<file path="src/design/srh_map.vh">
// Function
// With pin 1 driver on, bit 0 drives low, bit 1 drives power-down.
// Read/write bit, reset zero, enables the pin 0 input buffer.
// Writing 1 to calibration start begins ratio calculation, readable at 0x0A.
// Software clears calibration start before requesting another calculation.
// Slot B hold bit set freezes slot B data registers.
// Slot A hold bit set freezes slot A data registers.
// Software sets hold while reading so four channels stay coherent.
// Clock enable bit turns fast clock on; software clears it afterwards.
// Sample rate is 32 kHz over four times divider, reset 0x0028.
// Slot B averaging field, reset 6, picks samples summed and averaged.
// Sums land at 0x70-0x7F, averages at 0x64-0x6B and buffer 0x60.
// Slot B output rate divided by the averaging factor.
// Averaging codes above 1 use factor two to the code, up to 128.
`ifndef SRH_MAP_VH
`define SRH_MAP_VH
`define SRH_A_CLK_RATIO 8'h0A
`define SRH_A_RATE_DIV 8'h12
`define SRH_A_AVG_CFG 8'h15
`define SRH_A_PIN_CFG 8'h4F
`define SRH_A_PIN1_CAL 8'h50
`define SRH_A_HOLD_CLK 8'h5F
`define SRH_A_BUFFER 8'h60
`define SRH_A_AVG_BASE 8'h64
`define SRH_A_SUM_BASE 8'h70
`define SRH_R_RATE_DIV 16'h0028
`define SRH_R_AVG_CFG 16'h0600
`define SRH_R_PIN_CFG 16'h2090
`define SRH_R_ZERO 16'h0000
`define SRH_B_PIN0_IE 1
`define SRH_B_PIN1_OE 6
`define SRH_B_PIN1_SRC 6
`define SRH_B_CAL_START 5
`define SRH_B_FAST_CLK 0
`define SRH_B_HOLD_A 1
`define SRH_B_HOLD_B 2
`define SRH_F_AVG_HI 10
`define SRH_F_AVG_LO 8
`define SRH_A_AVG_B_BASE 8'h68
`define SRH_A_SUM_B_BASE 8'h78
`define SRH_N_AVG_WORDS 8'h04
`define SRH_N_SUM_WORDS 8'h08
`define SRH_SLOW_PER_STEP 18'h00004
`endif

</file>
<file path="src/design/srh_avg.v">
`timescale 1ns/1ps
`include "srh_map.vh"
module srh_avg #(
	parameter W = 16,
	parameter CH = 4,
	parameter SW = 32
) (
	input wire core_clk,
	input wire rst_b,
	input wire in_valid,
	input wire [CH*W-1:0] in_data,
	input wire [2:0] code,
	output reg out_valid_q,
	output reg [CH*SW-1:0] sum_q,
	output reg [CH*W-1:0] avg_q
);

	// ---------------------------------------------
	// Accumulate 2**code samples per channel
	// ---------------------------------------------
	reg [CH*SW-1:0] acc_q;
	reg [7:0] cnt_q;
	reg [CH*SW-1:0] acc_n;
	reg [SW-1:0] s;
	reg [SW-1:0] sh;
	reg [CH*W-1:0] avg_n;
	integer i;

	function [7:0] avg_factor;
		input [2:0] c;
		begin
			avg_factor = 8'h01 << c;
		end
	endfunction

	always @*
	begin
		acc_n = acc_q;
		avg_n = {CH*W{1'b0}};
		s = {SW{1'b0}};
		sh = {SW{1'b0}};
		for (i = 0; i < CH; i = i + 1)
		begin
			s = acc_q[i*SW +: SW] + {{(SW-W){1'b0}}, in_data[i*W +: W]};
			acc_n[i*SW +: SW] = s;
			sh = s >> code;
			avg_n[i*W +: W] = sh[W-1:0];
		end
	end

	always @(posedge core_clk)
	begin
		if (!rst_b)
		begin
			acc_q <= {CH*SW{1'b0}};
			cnt_q <= 8'h00;
			out_valid_q <= 1'b0;
			sum_q <= {CH*SW{1'b0}};
			avg_q <= {CH*W{1'b0}};
		end
		else
		begin
			out_valid_q <= 1'b0;
			if (in_valid)
			begin
				if (cnt_q + 8'h01 >= avg_factor(code))
				begin
					// One result per group of summed samples
					acc_q <= {CH*SW{1'b0}};
					cnt_q <= 8'h00;
					out_valid_q <= 1'b1;
					sum_q <= acc_n;
					avg_q <= avg_n;
				end
				else
				begin
					acc_q <= acc_n;
					cnt_q <= cnt_q + 8'h01;
				end
			end
		end
	end

endmodule

</file>
<file path="src/design/srh_regs.v">
`timescale 1ns/1ps
`include "srh_map.vh"
module srh_regs #(
	parameter W = 16,
	parameter CH = 4,
	parameter RATIO_W = 12
) (
	input wire core_clk,
	input wire rst_b,
	input wire [7:0] reg_addr,
	input wire [15:0] reg_wdata,
	input wire reg_wr,
	input wire reg_rd,
	output reg [15:0] reg_rdata_q,
	input wire slow_tick,
	output reg sample_tick_q,
	input wire slot_a_valid,
	input wire [CH*W-1:0] slot_a_data,
	input wire slot_b_valid,
	input wire [CH*W-1:0] slot_b_data,
	output reg slot_b_result_q,
	input wire analog_front_end_pd,
	output reg general_pin_one_o_q,
	output reg general_pin_one_oe_b_q,
	input wire general_pin_zero_i,
	output reg pin0_input_q,
	output reg fast_clock_cal_start_q,
	output reg fast_clock_enable_q,
	input wire ratio_valid,
	input wire [RATIO_W-1:0] ratio_in
);

	localparam SW = 32;

	// ---------------------------------------------
	// Register storage
	// ---------------------------------------------
	reg [15:0] rate_div_q;
	reg [15:0] avg_cfg_q;
	reg [15:0] pin_cfg_q;
	reg [15:0] pin1_cal_q;
	reg [15:0] hold_clk_q;
	reg [RATIO_W-1:0] ratio_q;
	reg [CH*W-1:0] avg_a_q;
	reg [CH*W-1:0] avg_b_q;
	reg [CH*SW-1:0] sum_a_q;
	reg [CH*SW-1:0] sum_b_q;
	reg [15:0] buffer_q;
	reg pin0_s1_q;
	reg pin0_s2_q;
	reg [17:0] tick_cnt_q;
	wire b_valid;
	wire [CH*SW-1:0] b_sum;
	wire [CH*W-1:0] b_avg;
	wire wr_hit_cal;
	wire wr_rate;
	wire wr_avg;
	wire wr_pin;
	wire wr_hold;
	wire [17:0] step_limit;
	wire [2:0] avg_code;

	// ---------------------------------------------
	// Address decode helpers
	// ---------------------------------------------
	function wr_to;
		input [7:0] a;
		input [7:0] target;
		input wr;
		begin
			wr_to = wr && (a == target);
		end
	endfunction

	function in_win;
		input [7:0] a;
		input [7:0] base;
		input [7:0] count;
		begin
			in_win = (a >= base) && (a < base + count);
		end
	endfunction

	// ---------------------------------------------
	// Write strobes and decoded fields
	// ---------------------------------------------
	assign avg_code = avg_cfg_q[`SRH_F_AVG_HI:`SRH_F_AVG_LO];
	assign wr_hit_cal = wr_to(reg_addr, `SRH_A_PIN1_CAL, reg_wr);
	assign wr_rate = wr_to(reg_addr, `SRH_A_RATE_DIV, reg_wr);
	assign wr_avg = wr_to(reg_addr, `SRH_A_AVG_CFG, reg_wr);
	assign wr_pin = wr_to(reg_addr, `SRH_A_PIN_CFG, reg_wr);
	assign wr_hold = wr_to(reg_addr, `SRH_A_HOLD_CLK, reg_wr);
	assign step_limit = {2'b00, rate_div_q} * `SRH_SLOW_PER_STEP;

	// Whole-word writes, reserved bits keep what was written
	always @(posedge core_clk)
	begin
		if (!rst_b)
		begin
			rate_div_q <= `SRH_R_RATE_DIV;
			avg_cfg_q <= `SRH_R_AVG_CFG;
			pin_cfg_q <= `SRH_R_PIN_CFG;
			pin1_cal_q <= `SRH_R_ZERO;
			hold_clk_q <= `SRH_R_ZERO;
		end
		else
		begin
			if (wr_rate)
				rate_div_q <= reg_wdata;
			if (wr_avg)
				avg_cfg_q <= reg_wdata;
			if (wr_pin)
				pin_cfg_q <= reg_wdata;
			if (wr_hit_cal)
				pin1_cal_q <= reg_wdata;
			if (wr_hold)
				hold_clk_q <= reg_wdata;
		end
	end

	// ---------------------------------------------
	// Fast clock calibration
	// ---------------------------------------------
	always @(posedge core_clk)
	begin
		if (!rst_b)
		begin
			fast_clock_cal_start_q <= 1'b0;
			fast_clock_enable_q <= 1'b0;
		end
		else
		begin
			// Start only on a 0 to 1 change, so a held 1 starts nothing
			fast_clock_cal_start_q <= wr_hit_cal && reg_wdata[`SRH_B_CAL_START]
				&& !pin1_cal_q[`SRH_B_CAL_START];
			fast_clock_enable_q <= hold_clk_q[`SRH_B_FAST_CLK];
		end
	end

	// Last ratio delivered by the calibration logic
	always @(posedge core_clk)
	begin
		if (!rst_b)
			ratio_q <= {RATIO_W{1'b0}};
		else if (ratio_valid)
			ratio_q <= ratio_in;
	end

	// ---------------------------------------------
	// General pin 1 output
	// ---------------------------------------------
	// Level only matters while the enable is low
	always @(posedge core_clk)
	begin
		if (!rst_b)
		begin
			general_pin_one_o_q <= 1'b0;
			general_pin_one_oe_b_q <= 1'b1;
		end
		else
		begin
			general_pin_one_o_q <= pin1_cal_q[`SRH_B_PIN1_SRC] & analog_front_end_pd;
			general_pin_one_oe_b_q <= !pin_cfg_q[`SRH_B_PIN1_OE];
		end
	end

	// ---------------------------------------------
	// General pin 0 input, two-stage synchroniser
	// ---------------------------------------------
	always @(posedge core_clk)
	begin
		if (!rst_b)
		begin
			pin0_s1_q <= 1'b0;
			pin0_s2_q <= 1'b0;
			pin0_input_q <= 1'b0;
		end
		else
		begin
			pin0_s1_q <= general_pin_zero_i;
			pin0_s2_q <= pin0_s1_q;
			pin0_input_q <= pin0_s2_q & pin_cfg_q[`SRH_B_PIN0_IE];
		end
	end

	// ---------------------------------------------
	// Sample rate: slow ticks over four times divider
	// ---------------------------------------------
	always @(posedge core_clk)
	begin
		if (!rst_b)
		begin
			tick_cnt_q <= 18'h00000;
			sample_tick_q <= 1'b0;
		end
		else
		begin
			sample_tick_q <= 1'b0;
			if (slow_tick)
			begin
				// A new divider takes effect at the next slow tick, even mid-count
				if (tick_cnt_q + 18'h00001 >= step_limit)
				begin
					tick_cnt_q <= 18'h00000;
					sample_tick_q <= 1'b1;
				end
				else
					tick_cnt_q <= tick_cnt_q + 18'h00001;
			end
		end
	end

	// ---------------------------------------------
	// Slot B averaging
	// ---------------------------------------------
	// Group length follows the code at each sample
	srh_avg #(
		.W(W),
		.CH(CH),
		.SW(SW)
	) u_avg (
		.core_clk(core_clk),
		.rst_b(rst_b),
		.in_valid(slot_b_valid),
		.in_data(slot_b_data),
		.code(avg_code),
		.out_valid_q(b_valid),
		.sum_q(b_sum),
		.avg_q(b_avg)
	);

	// ---------------------------------------------
	// Result registers with per-slot hold
	// ---------------------------------------------
	integer i;
	always @(posedge core_clk)
	begin
		if (!rst_b)
		begin
			avg_a_q <= {CH*W{1'b0}};
			sum_a_q <= {CH*SW{1'b0}};
		end
		else if (slot_a_valid && !hold_clk_q[`SRH_B_HOLD_A])
		begin
			avg_a_q <= slot_a_data;
			for (i = 0; i < CH; i = i + 1)
				sum_a_q[i*SW +: SW] <= {{(SW-W){1'b0}}, slot_a_data[i*W +: W]};
		end
	end

	// Slot B data only moves on a group end with hold clear; the result strobe ignores hold
	always @(posedge core_clk)
	begin
		if (!rst_b)
		begin
			avg_b_q <= {CH*W{1'b0}};
			sum_b_q <= {CH*SW{1'b0}};
			buffer_q <= `SRH_R_ZERO;
			slot_b_result_q <= 1'b0;
		end
		else
		begin
			slot_b_result_q <= b_valid;
			if (b_valid && !hold_clk_q[`SRH_B_HOLD_B])
			begin
				avg_b_q <= b_avg;
				sum_b_q <= b_sum;
				buffer_q <= b_avg[W-1:0];
			end
		end
	end

	// ---------------------------------------------
	// Read port, unmapped reads give zero
	// ---------------------------------------------
	reg [15:0] rd_n;
	// Result windows by address, anything past them reads zero
	always @*
	begin
		rd_n = `SRH_R_ZERO;
		case (reg_addr)
			`SRH_A_CLK_RATIO: rd_n = {{(16-RATIO_W){1'b0}}, ratio_q};
			`SRH_A_RATE_DIV: rd_n = rate_div_q;
			`SRH_A_AVG_CFG: rd_n = avg_cfg_q;
			`SRH_A_PIN_CFG: rd_n = pin_cfg_q;
			`SRH_A_PIN1_CAL: rd_n = pin1_cal_q;
			`SRH_A_HOLD_CLK: rd_n = hold_clk_q;
			`SRH_A_BUFFER: rd_n = buffer_q;
			default:
			begin
				if (in_win(reg_addr, `SRH_A_AVG_BASE, `SRH_N_AVG_WORDS))
					rd_n = avg_a_q[(reg_addr - `SRH_A_AVG_BASE) * W +: W];
				else if (in_win(reg_addr, `SRH_A_AVG_B_BASE, `SRH_N_AVG_WORDS))
					rd_n = avg_b_q[(reg_addr - `SRH_A_AVG_B_BASE) * W +: W];
				else if (in_win(reg_addr, `SRH_A_SUM_BASE, `SRH_N_SUM_WORDS))
					rd_n = sum_a_q[(reg_addr - `SRH_A_SUM_BASE) * W +: W];
				else if (in_win(reg_addr, `SRH_A_SUM_B_BASE, `SRH_N_SUM_WORDS))
					rd_n = sum_b_q[(reg_addr - `SRH_A_SUM_B_BASE) * W +: W];
			end
		endcase
	end

	always @(posedge core_clk)
	begin
		if (!rst_b)
			reg_rdata_q <= `SRH_R_ZERO;
		else if (reg_rd)
			reg_rdata_q <= rd_n;
	end

endmodule

</file>
<file path="config.mk">
export PLATFORM = sky130hd
export DESIGN_NAME = srh_regs
export DESIGN_NICKNAME = d
export VERILOG_FILES = /design/src/design/srh_avg.v /design/src/design/srh_regs.v
export VERILOG_INCLUDE_DIRS = /design/src /design/src/design
export SDC_FILE = /design/constraint.sdc
export NUM_CORES = 2
export LEC_CHECK = 0
export BUFFER_PORTS_ARGS = -buffer_cell sky130_fd_sc_hd__buf_2
export CAP_MARGIN = 20
export CORE_AREA = 2 2 310 312
export DETAILED_ROUTE_END_ITERATION = 8
export DIE_AREA = 0 0 312 314
export GPL_TIMING_DRIVEN = 0
export SYNTH_ARGS = -nofsm -noshare
export SYNTH_HDL_FRONTEND = slang
export SYNTH_HIERARCHICAL = 1
export SYNTH_SLANG_ARGS = --single-unit
export TNS_END_PERCENT = 1
</file>
<file path="constraint.sdc">
create_clock -name core_clk -period 11.5 [get_ports core_clk]
set_input_delay 0.575 -clock core_clk [delete_from_list [all_inputs] [get_ports core_clk]]
set_output_delay 0.575 -clock core_clk [all_outputs]
set_load 0.03 [all_outputs]
</file>
* Yosys cells after proc, flatten, opt, wreduce, memory -nomap -nowiden
Index checks and enable logic that the tools add are counted.
** Cells by class
- $add $sub $neg :: 10
- Magnitude comparators :: 10
- Equality and inequality tests :: 7
- Shifts and indexed selects :: 9
- Muxes and demuxes :: 10
- Bitwise logic cells :: 2
- Reductions and logical operators :: 20
** Operators by type and width (count)
- 128-bit by 33-bit indexed part select with 16-bit output :: 2
- 32-bit by 16-bit adder with 32-bit output :: 4
- 128-bit two-way mux :: 1
- 64-bit by 33-bit indexed part select with 16-bit output :: 2
- 32-bit by 3-bit >> shifter with 16-bit output :: 4
- 16-bit case mux with 7 select lines :: 1
- 16-bit two-way mux :: 4
- 8-bit by 7-bit subtractor with 9-bit output (second input constant) :: 4
- 8-bit by 7-bit == test with 1-bit output (second input constant) :: 4
- 8-bit by 7-bit greater-or-equal comparator with 1-bit output (second input constant) :: 4
- 8-bit by 7-bit < comparator with 1-bit output (second input constant) :: 3
- 18-bit by 1-bit adder with 18-bit output (second input constant) :: 1
- 18-bit greater-or-equal comparator :: 1
- 18-bit two-way mux :: 1
- 8-bit by 5-bit == test with 1-bit output (second input constant) :: 2
- 1-bit logical AND :: 13
- 8-bit by 1-bit adder with 8-bit output (second input constant) :: 1
- 8-bit by 4-bit == test with 1-bit output (second input constant) :: 1
- 8-bit greater-or-equal comparator :: 1
- 8-bit < comparator (second input constant) :: 1
- 8-bit two-way mux :: 1
- 1-bit by 3-bit << shifter with 8-bit output (first input constant) :: 1
- 2-bit AND reduction :: 3
- 1-bit zero test :: 4
- 2 further kinds :: 4
** Word-level totals
- Register bits :: 736
- Input bits :: 174
- Output and inout bits :: 23

* Logic depth before layout (Yosys ltp)
- Depth after elaboration :: 7
- Mapped depth :: 18

* Modules after synthesis
Netlist, hierarchy kept.
** By module, submodules not included
- srh_avg :: times used 1, cells an instance 2435, area each 18979.5 um2, seq. area each 6586.3 um2
- srh_regs :: times used 1, cells an instance 2159, area each 18654.1 um2, seq. area each 7827.5 um2

* Worst setup path before layout
OpenSTA, ideal clock, no wires.
- Kind :: register to register
- Start point :: reg avg_cfg_q[8]
- End point :: reg u_avg.sum_q[10]
- Library setup time :: 0.070 ns
- Arrival time :: 3.554 ns
- Required time :: 11.430 ns
- Slack :: 7.875 ns
- Stages on the path, launching flop included :: 18
- Path buffers :: 5
- Cell sequence :: dfxtp_1 clkbuf_1 inv_2 buf_1 nand2_1 nor2_1 ha_1 nand2b_1 a21o_1 a21o_1 a31oi_1 nor2b_1 clkbuf_1 nand2_1 clkbuf_1 buf_1 nand2_1 a21oi_1
** On the way
- Word-level cells in the longest chain between the ends :: 3
** RTL lines
- from (decl) :: RTL line srh_regs.v:39 : reg [15:0] avg_cfg_q;
- from (signal assigned) :: RTL line srh_regs.v:101 : avg_cfg_q <= `SRH_R_AVG_CFG;
- from (signal assigned) :: RTL line srh_regs.v:111 : avg_cfg_q <= reg_wdata;
- 1-bit by 3-bit << shifter with 8-bit output :: RTL line srh_avg.v:32 : avg_factor = 8'h01 << c;
- 8-bit greater-or-equal comparator :: RTL line srh_avg.v:66 : if (cnt_q + 8'h01 >= avg_factor(code))
- 2-bit AND reduction (no source line)
- to (signal assigned) :: RTL line srh_avg.v:58 : sum_q <= {CH*SW{1'b0}};
- to (signal assigned) :: RTL line srh_avg.v:72 : sum_q <= acc_n;
- to (decl) :: RTL line srh_avg.v:14 : output reg [CH*SW-1:0] sum_q,
No other way between the ends.
A chain may end at the register's enable or synchronous reset.

* Final worst setup path
- Start point :: reg avg_cfg_q[8]
- End point :: reg u_avg.sum_q[107]
The elaborated chain is that of the path after synthesis.

==> impl_metrics.csv <==
group,metric,value,unit
routing,dr.pass1.iters,8,
global_route,grt_pass1_wl,221,mm
floorplanning,start_util,39.8,%
cells_and_area,area_growth,14.7,%
sta,max_freq,161,MHz
setup_path,cp_cell_sequence,"clkbuf_1 > inv_2 > buf_1 > nand2_1 > nor2_1 > ha_1 > nand2b_1 > a21o_1 > a21o_1 > a31oi_1 > nor2b_1 > clkbuf_1 > nand2_1 > clkbuf_1 > clkbuf_1 > nand2_1 > a21oi_1",
routing,wl_met3,11.7,mm
synth,syn_inst,4594,
synth,synth-async-reset-ratio,0,%
placed_design,postPlaceCellArea,0.0402,mm2
clocking,clock_path_buffers,3,
clocking,clock_latency,680,ps
clocking,cts_inserted_buffers,83,
pwr,power.leakage,0.0157,uW
placed_design,numPortBuffers,195,
sta,fin_crit_sh,54.1,%
setup_path,r2r-end,"u_avg/sum_q[107]$_SDFFE_PN0P_",
sta,finalClockSkew,41.7,ps
routing,wl_met2,66.4,mm
routing,wl_met1,64.3,mm
setup_path,reg2reg_from,"avg_cfg_q[8]$_SDFFE_PN0P_",
clocking,postCtsHoldBufs,0,
synth,synthesis.nets,4871,
routing,vias,36000,
clocking,cts_resized,0,
min_path,holdPathEnd,"pin0_s1_q$_SDFF_PN0_",
setup_path,cp-end-kind,"flip-flop",
synth,ys_seq_elements,720,
floorplanning,placement_rows,113,
setup_path,crit_slowest_cell,"buf_1",
global_route,grtUsageTotal,30.1,%
synth,syn_area_per_cell,8.19,um2
synth,ys_seq_area_share,38.3,%
outcome,status,"complete, no violations",
clocking,cts-root-buf,"clkbuf_16",
pwr,ir_drop,0.110,mV
sta,setup_viol,0,
cells_and_area,fin_util,45.7,%
floorplanning,core_area,0.0944,mm2
setup_path,arrival,6790,ps
cells_and_area,nFillCells,9653,
routing,initialDrtViolationCount,4010,
routing,wl_per_cell,24.5,um
routing,drc,0,
synth,ys_top_cells_by_count,"nand2_1, dfxtp_1, a21oi_1",
floorplanning,die_area,0.0980,mm2
clocking,cts_setup_buffers,0,
setup_path,cp-start-kind,"flip-flop",
floorplanning,die_w,312,um
min_path,whs_path_depth,2,
setup_path,cp_num_buf_inv,6,
setup_path,cp_slowest_stage_delay,750,ps
global_route,grt_max_degree,14,
sta,hold_viol_final,0,
synth,synth_edf_count,0,
global_route,grt.overflow.total,0,
setup_path,critPathKind,"flip-flop to flip-flop",
clocking,ctsHtreeMaxLevel,3,
sta,fin_setup_tns,0,ps
clocking,clkSinkCount,720,
setup_path,cp_top_family,"buffers and inverters",
placed_design,gp_congestion,1.02,
sta,grt_setup_unrepaired,"false",
synth,yosys.area.top_type,"dfxtp_1",
global_route,antenna_found_initial,4,
min_path,worstHoldPathType,"input pin to flip-flop",
synth,synth.distinct_cells,111,
pwr,power_density,152,mW/mm2
setup_path,reg2regPathDepth,17,
synth,synth_area_leaders,"dfxtp_1, nand2_1, a21oi_1",
cells_and_area,fin_nets,5152,
placed_design,dp_hpwl,118,mm
routing,avgViaCountPerCell,5.80,
setup_path,worstPathRequired,12070,ps
pwr,design_power_total,6550,uW
synth,ys_warn_count,6,
setup_path,regToRegSetupSlack,5280,ps
setup_path,critPathMaxFanout,10,
clocking,clk_pin_slew,60,ps
floorplanning,io_pins,197,
cells_and_area,final_area,0.0432,mm2
routing,ant_nets,0,
floorplanning,die_h,314,um
routing,routed_wl,152,mm
routing,top_layer,"met4",
synth,syn_area,0.0376,mm2
sta,tightest_slew,1250,ps
sta,holdWs,113,ps
sta,finalMaxSlewViolations,0,
sta,fin_crit,6220,ps
cells_and_area,drive_above_1_share,12.0,%
synth,yosysMostFrequentCell,"nand2_1",
setup_path,cpMostUsedCell,"clkbuf_1",
min_path,min_from,"general_pin_zero_i",
synth,synth_top_area_share,38.3,%
clocking,cts_tree,"yes",
synth,ys.flop_type,"dfxtp_1",
sta,relSlewSlack,14.3,%
run,cap_violations,0,
global_route,grt_pass1_vias,33700,
-- where the power goes --
group	internal, uW	switching, uW
Clock	1700	1170
Sequential	2550	37.4
Combinational	340	759
-- cell families (layout without fill, tap and decap cells) --
| group | count (synthesis) | count (layout) | synth area share (%) |
|---|---|---|---|
| AND/OR/NAND/NOR | 1788 | 1788 | 20.5 |
| adder cells (fa/ha/maj) | 103 | 103 | 3.50 |
| multiplexers | 218 | 218 | 9.05 |
| other | 0 | 5 | 0 |
| flip-flops | 720 | 720 | 38.3 |
| buffers and inverters | 414 | 764 | 4.84 |
| AO/OA/AOI/OAI | 1214 | 1214 | 20.7 |
| XOR/XNOR | 137 | 137 | 3.19 |
-- layout make-up --
cell class	instances	area (um2)	share of cell area (%)
clock inverters	38	569	1.32
flip-flops and latches	720	14400	33.4
well taps	1265	1580	3.67
diodes	5	12.5	0.0290
multi-input cells	3460	21400	49.6
repair buffers	196	980	2.27
inverters	73	274	0.635
clock buffers	116	2390	5.54
plain buffers	341	1550	3.58
-- layer usage --
metal  track usage, %  up-vias
li1                 -    16800
met2             46.6     1648
met1             40.1    17200
met3             4.47      381
met4             17.4        0
met5                0        -
-- metrics by stage --
| step | setup slack [ps] | std cells |
|---|---|---|
| 2_1_floorplan | 7880 | 4594 |
| 3_3_place_gp | 5660 | 6054 |
| 3_5_place_dp | 5600 | 6055 |
| 4_1_cts | 5550 | 6209 |
| 5_1_grt | 5150 | 6213 |
| 6_report | 5280 | 6214 |
-- cell usage in the layout (no fill, tap or decap), drive strengths merged, types with 80 or more instances in the layout --
cell and count:
dfxtp 720, buf 274, nand3 148, o21ai 182, nand2 1043, mux2i 87
ha 99, mux4 91, nor2 318, a21oi 596, xnor2 80, clkbuf 375
-- state kept, by name, indices dropped and copies added (netlist names), 8 cells and up --
register / flops
hold_clk_q: 16
u_avg/avg_q: 64
avg_cfg_q: 16
avg_b_q: 64
u_avg/sum_q: 128
pin1_cal_q: 16
rate_div_q: 16
tick_cnt_q: 18
reg_rdata_q: 16
u_avg/cnt_q: 8
sum_b_q: 128
u_avg/acc_q: 128
avg_a_q: 64
pin_cfg_q: 16
ratio_q: 12
-- worst max path at each step --
stage                              start                            end  cells past startpoint
2_1_floorplan  avg_cfg_q[8]$_SDFFE_PN0P_   u_avg/sum_q[10]$_SDFFE_PN0P_                     17
3_3_place_gp   avg_cfg_q[8]$_SDFFE_PN0P_  u_avg/sum_q[106]$_SDFFE_PN0P_                     17
3_5_place_dp   avg_cfg_q[8]$_SDFFE_PN0P_  u_avg/sum_q[107]$_SDFFE_PN0P_                     17
4_1_cts        avg_cfg_q[8]$_SDFFE_PN0P_  u_avg/sum_q[106]$_SDFFE_PN0P_                     17
5_1_grt        avg_cfg_q[8]$_SDFFE_PN0P_  u_avg/sum_q[107]$_SDFFE_PN0P_                     17
6_report       avg_cfg_q[8]$_SDFFE_PN0P_  u_avg/sum_q[107]$_SDFFE_PN0P_                     17
No activity file was read; power rests on OpenSTA's default activity.
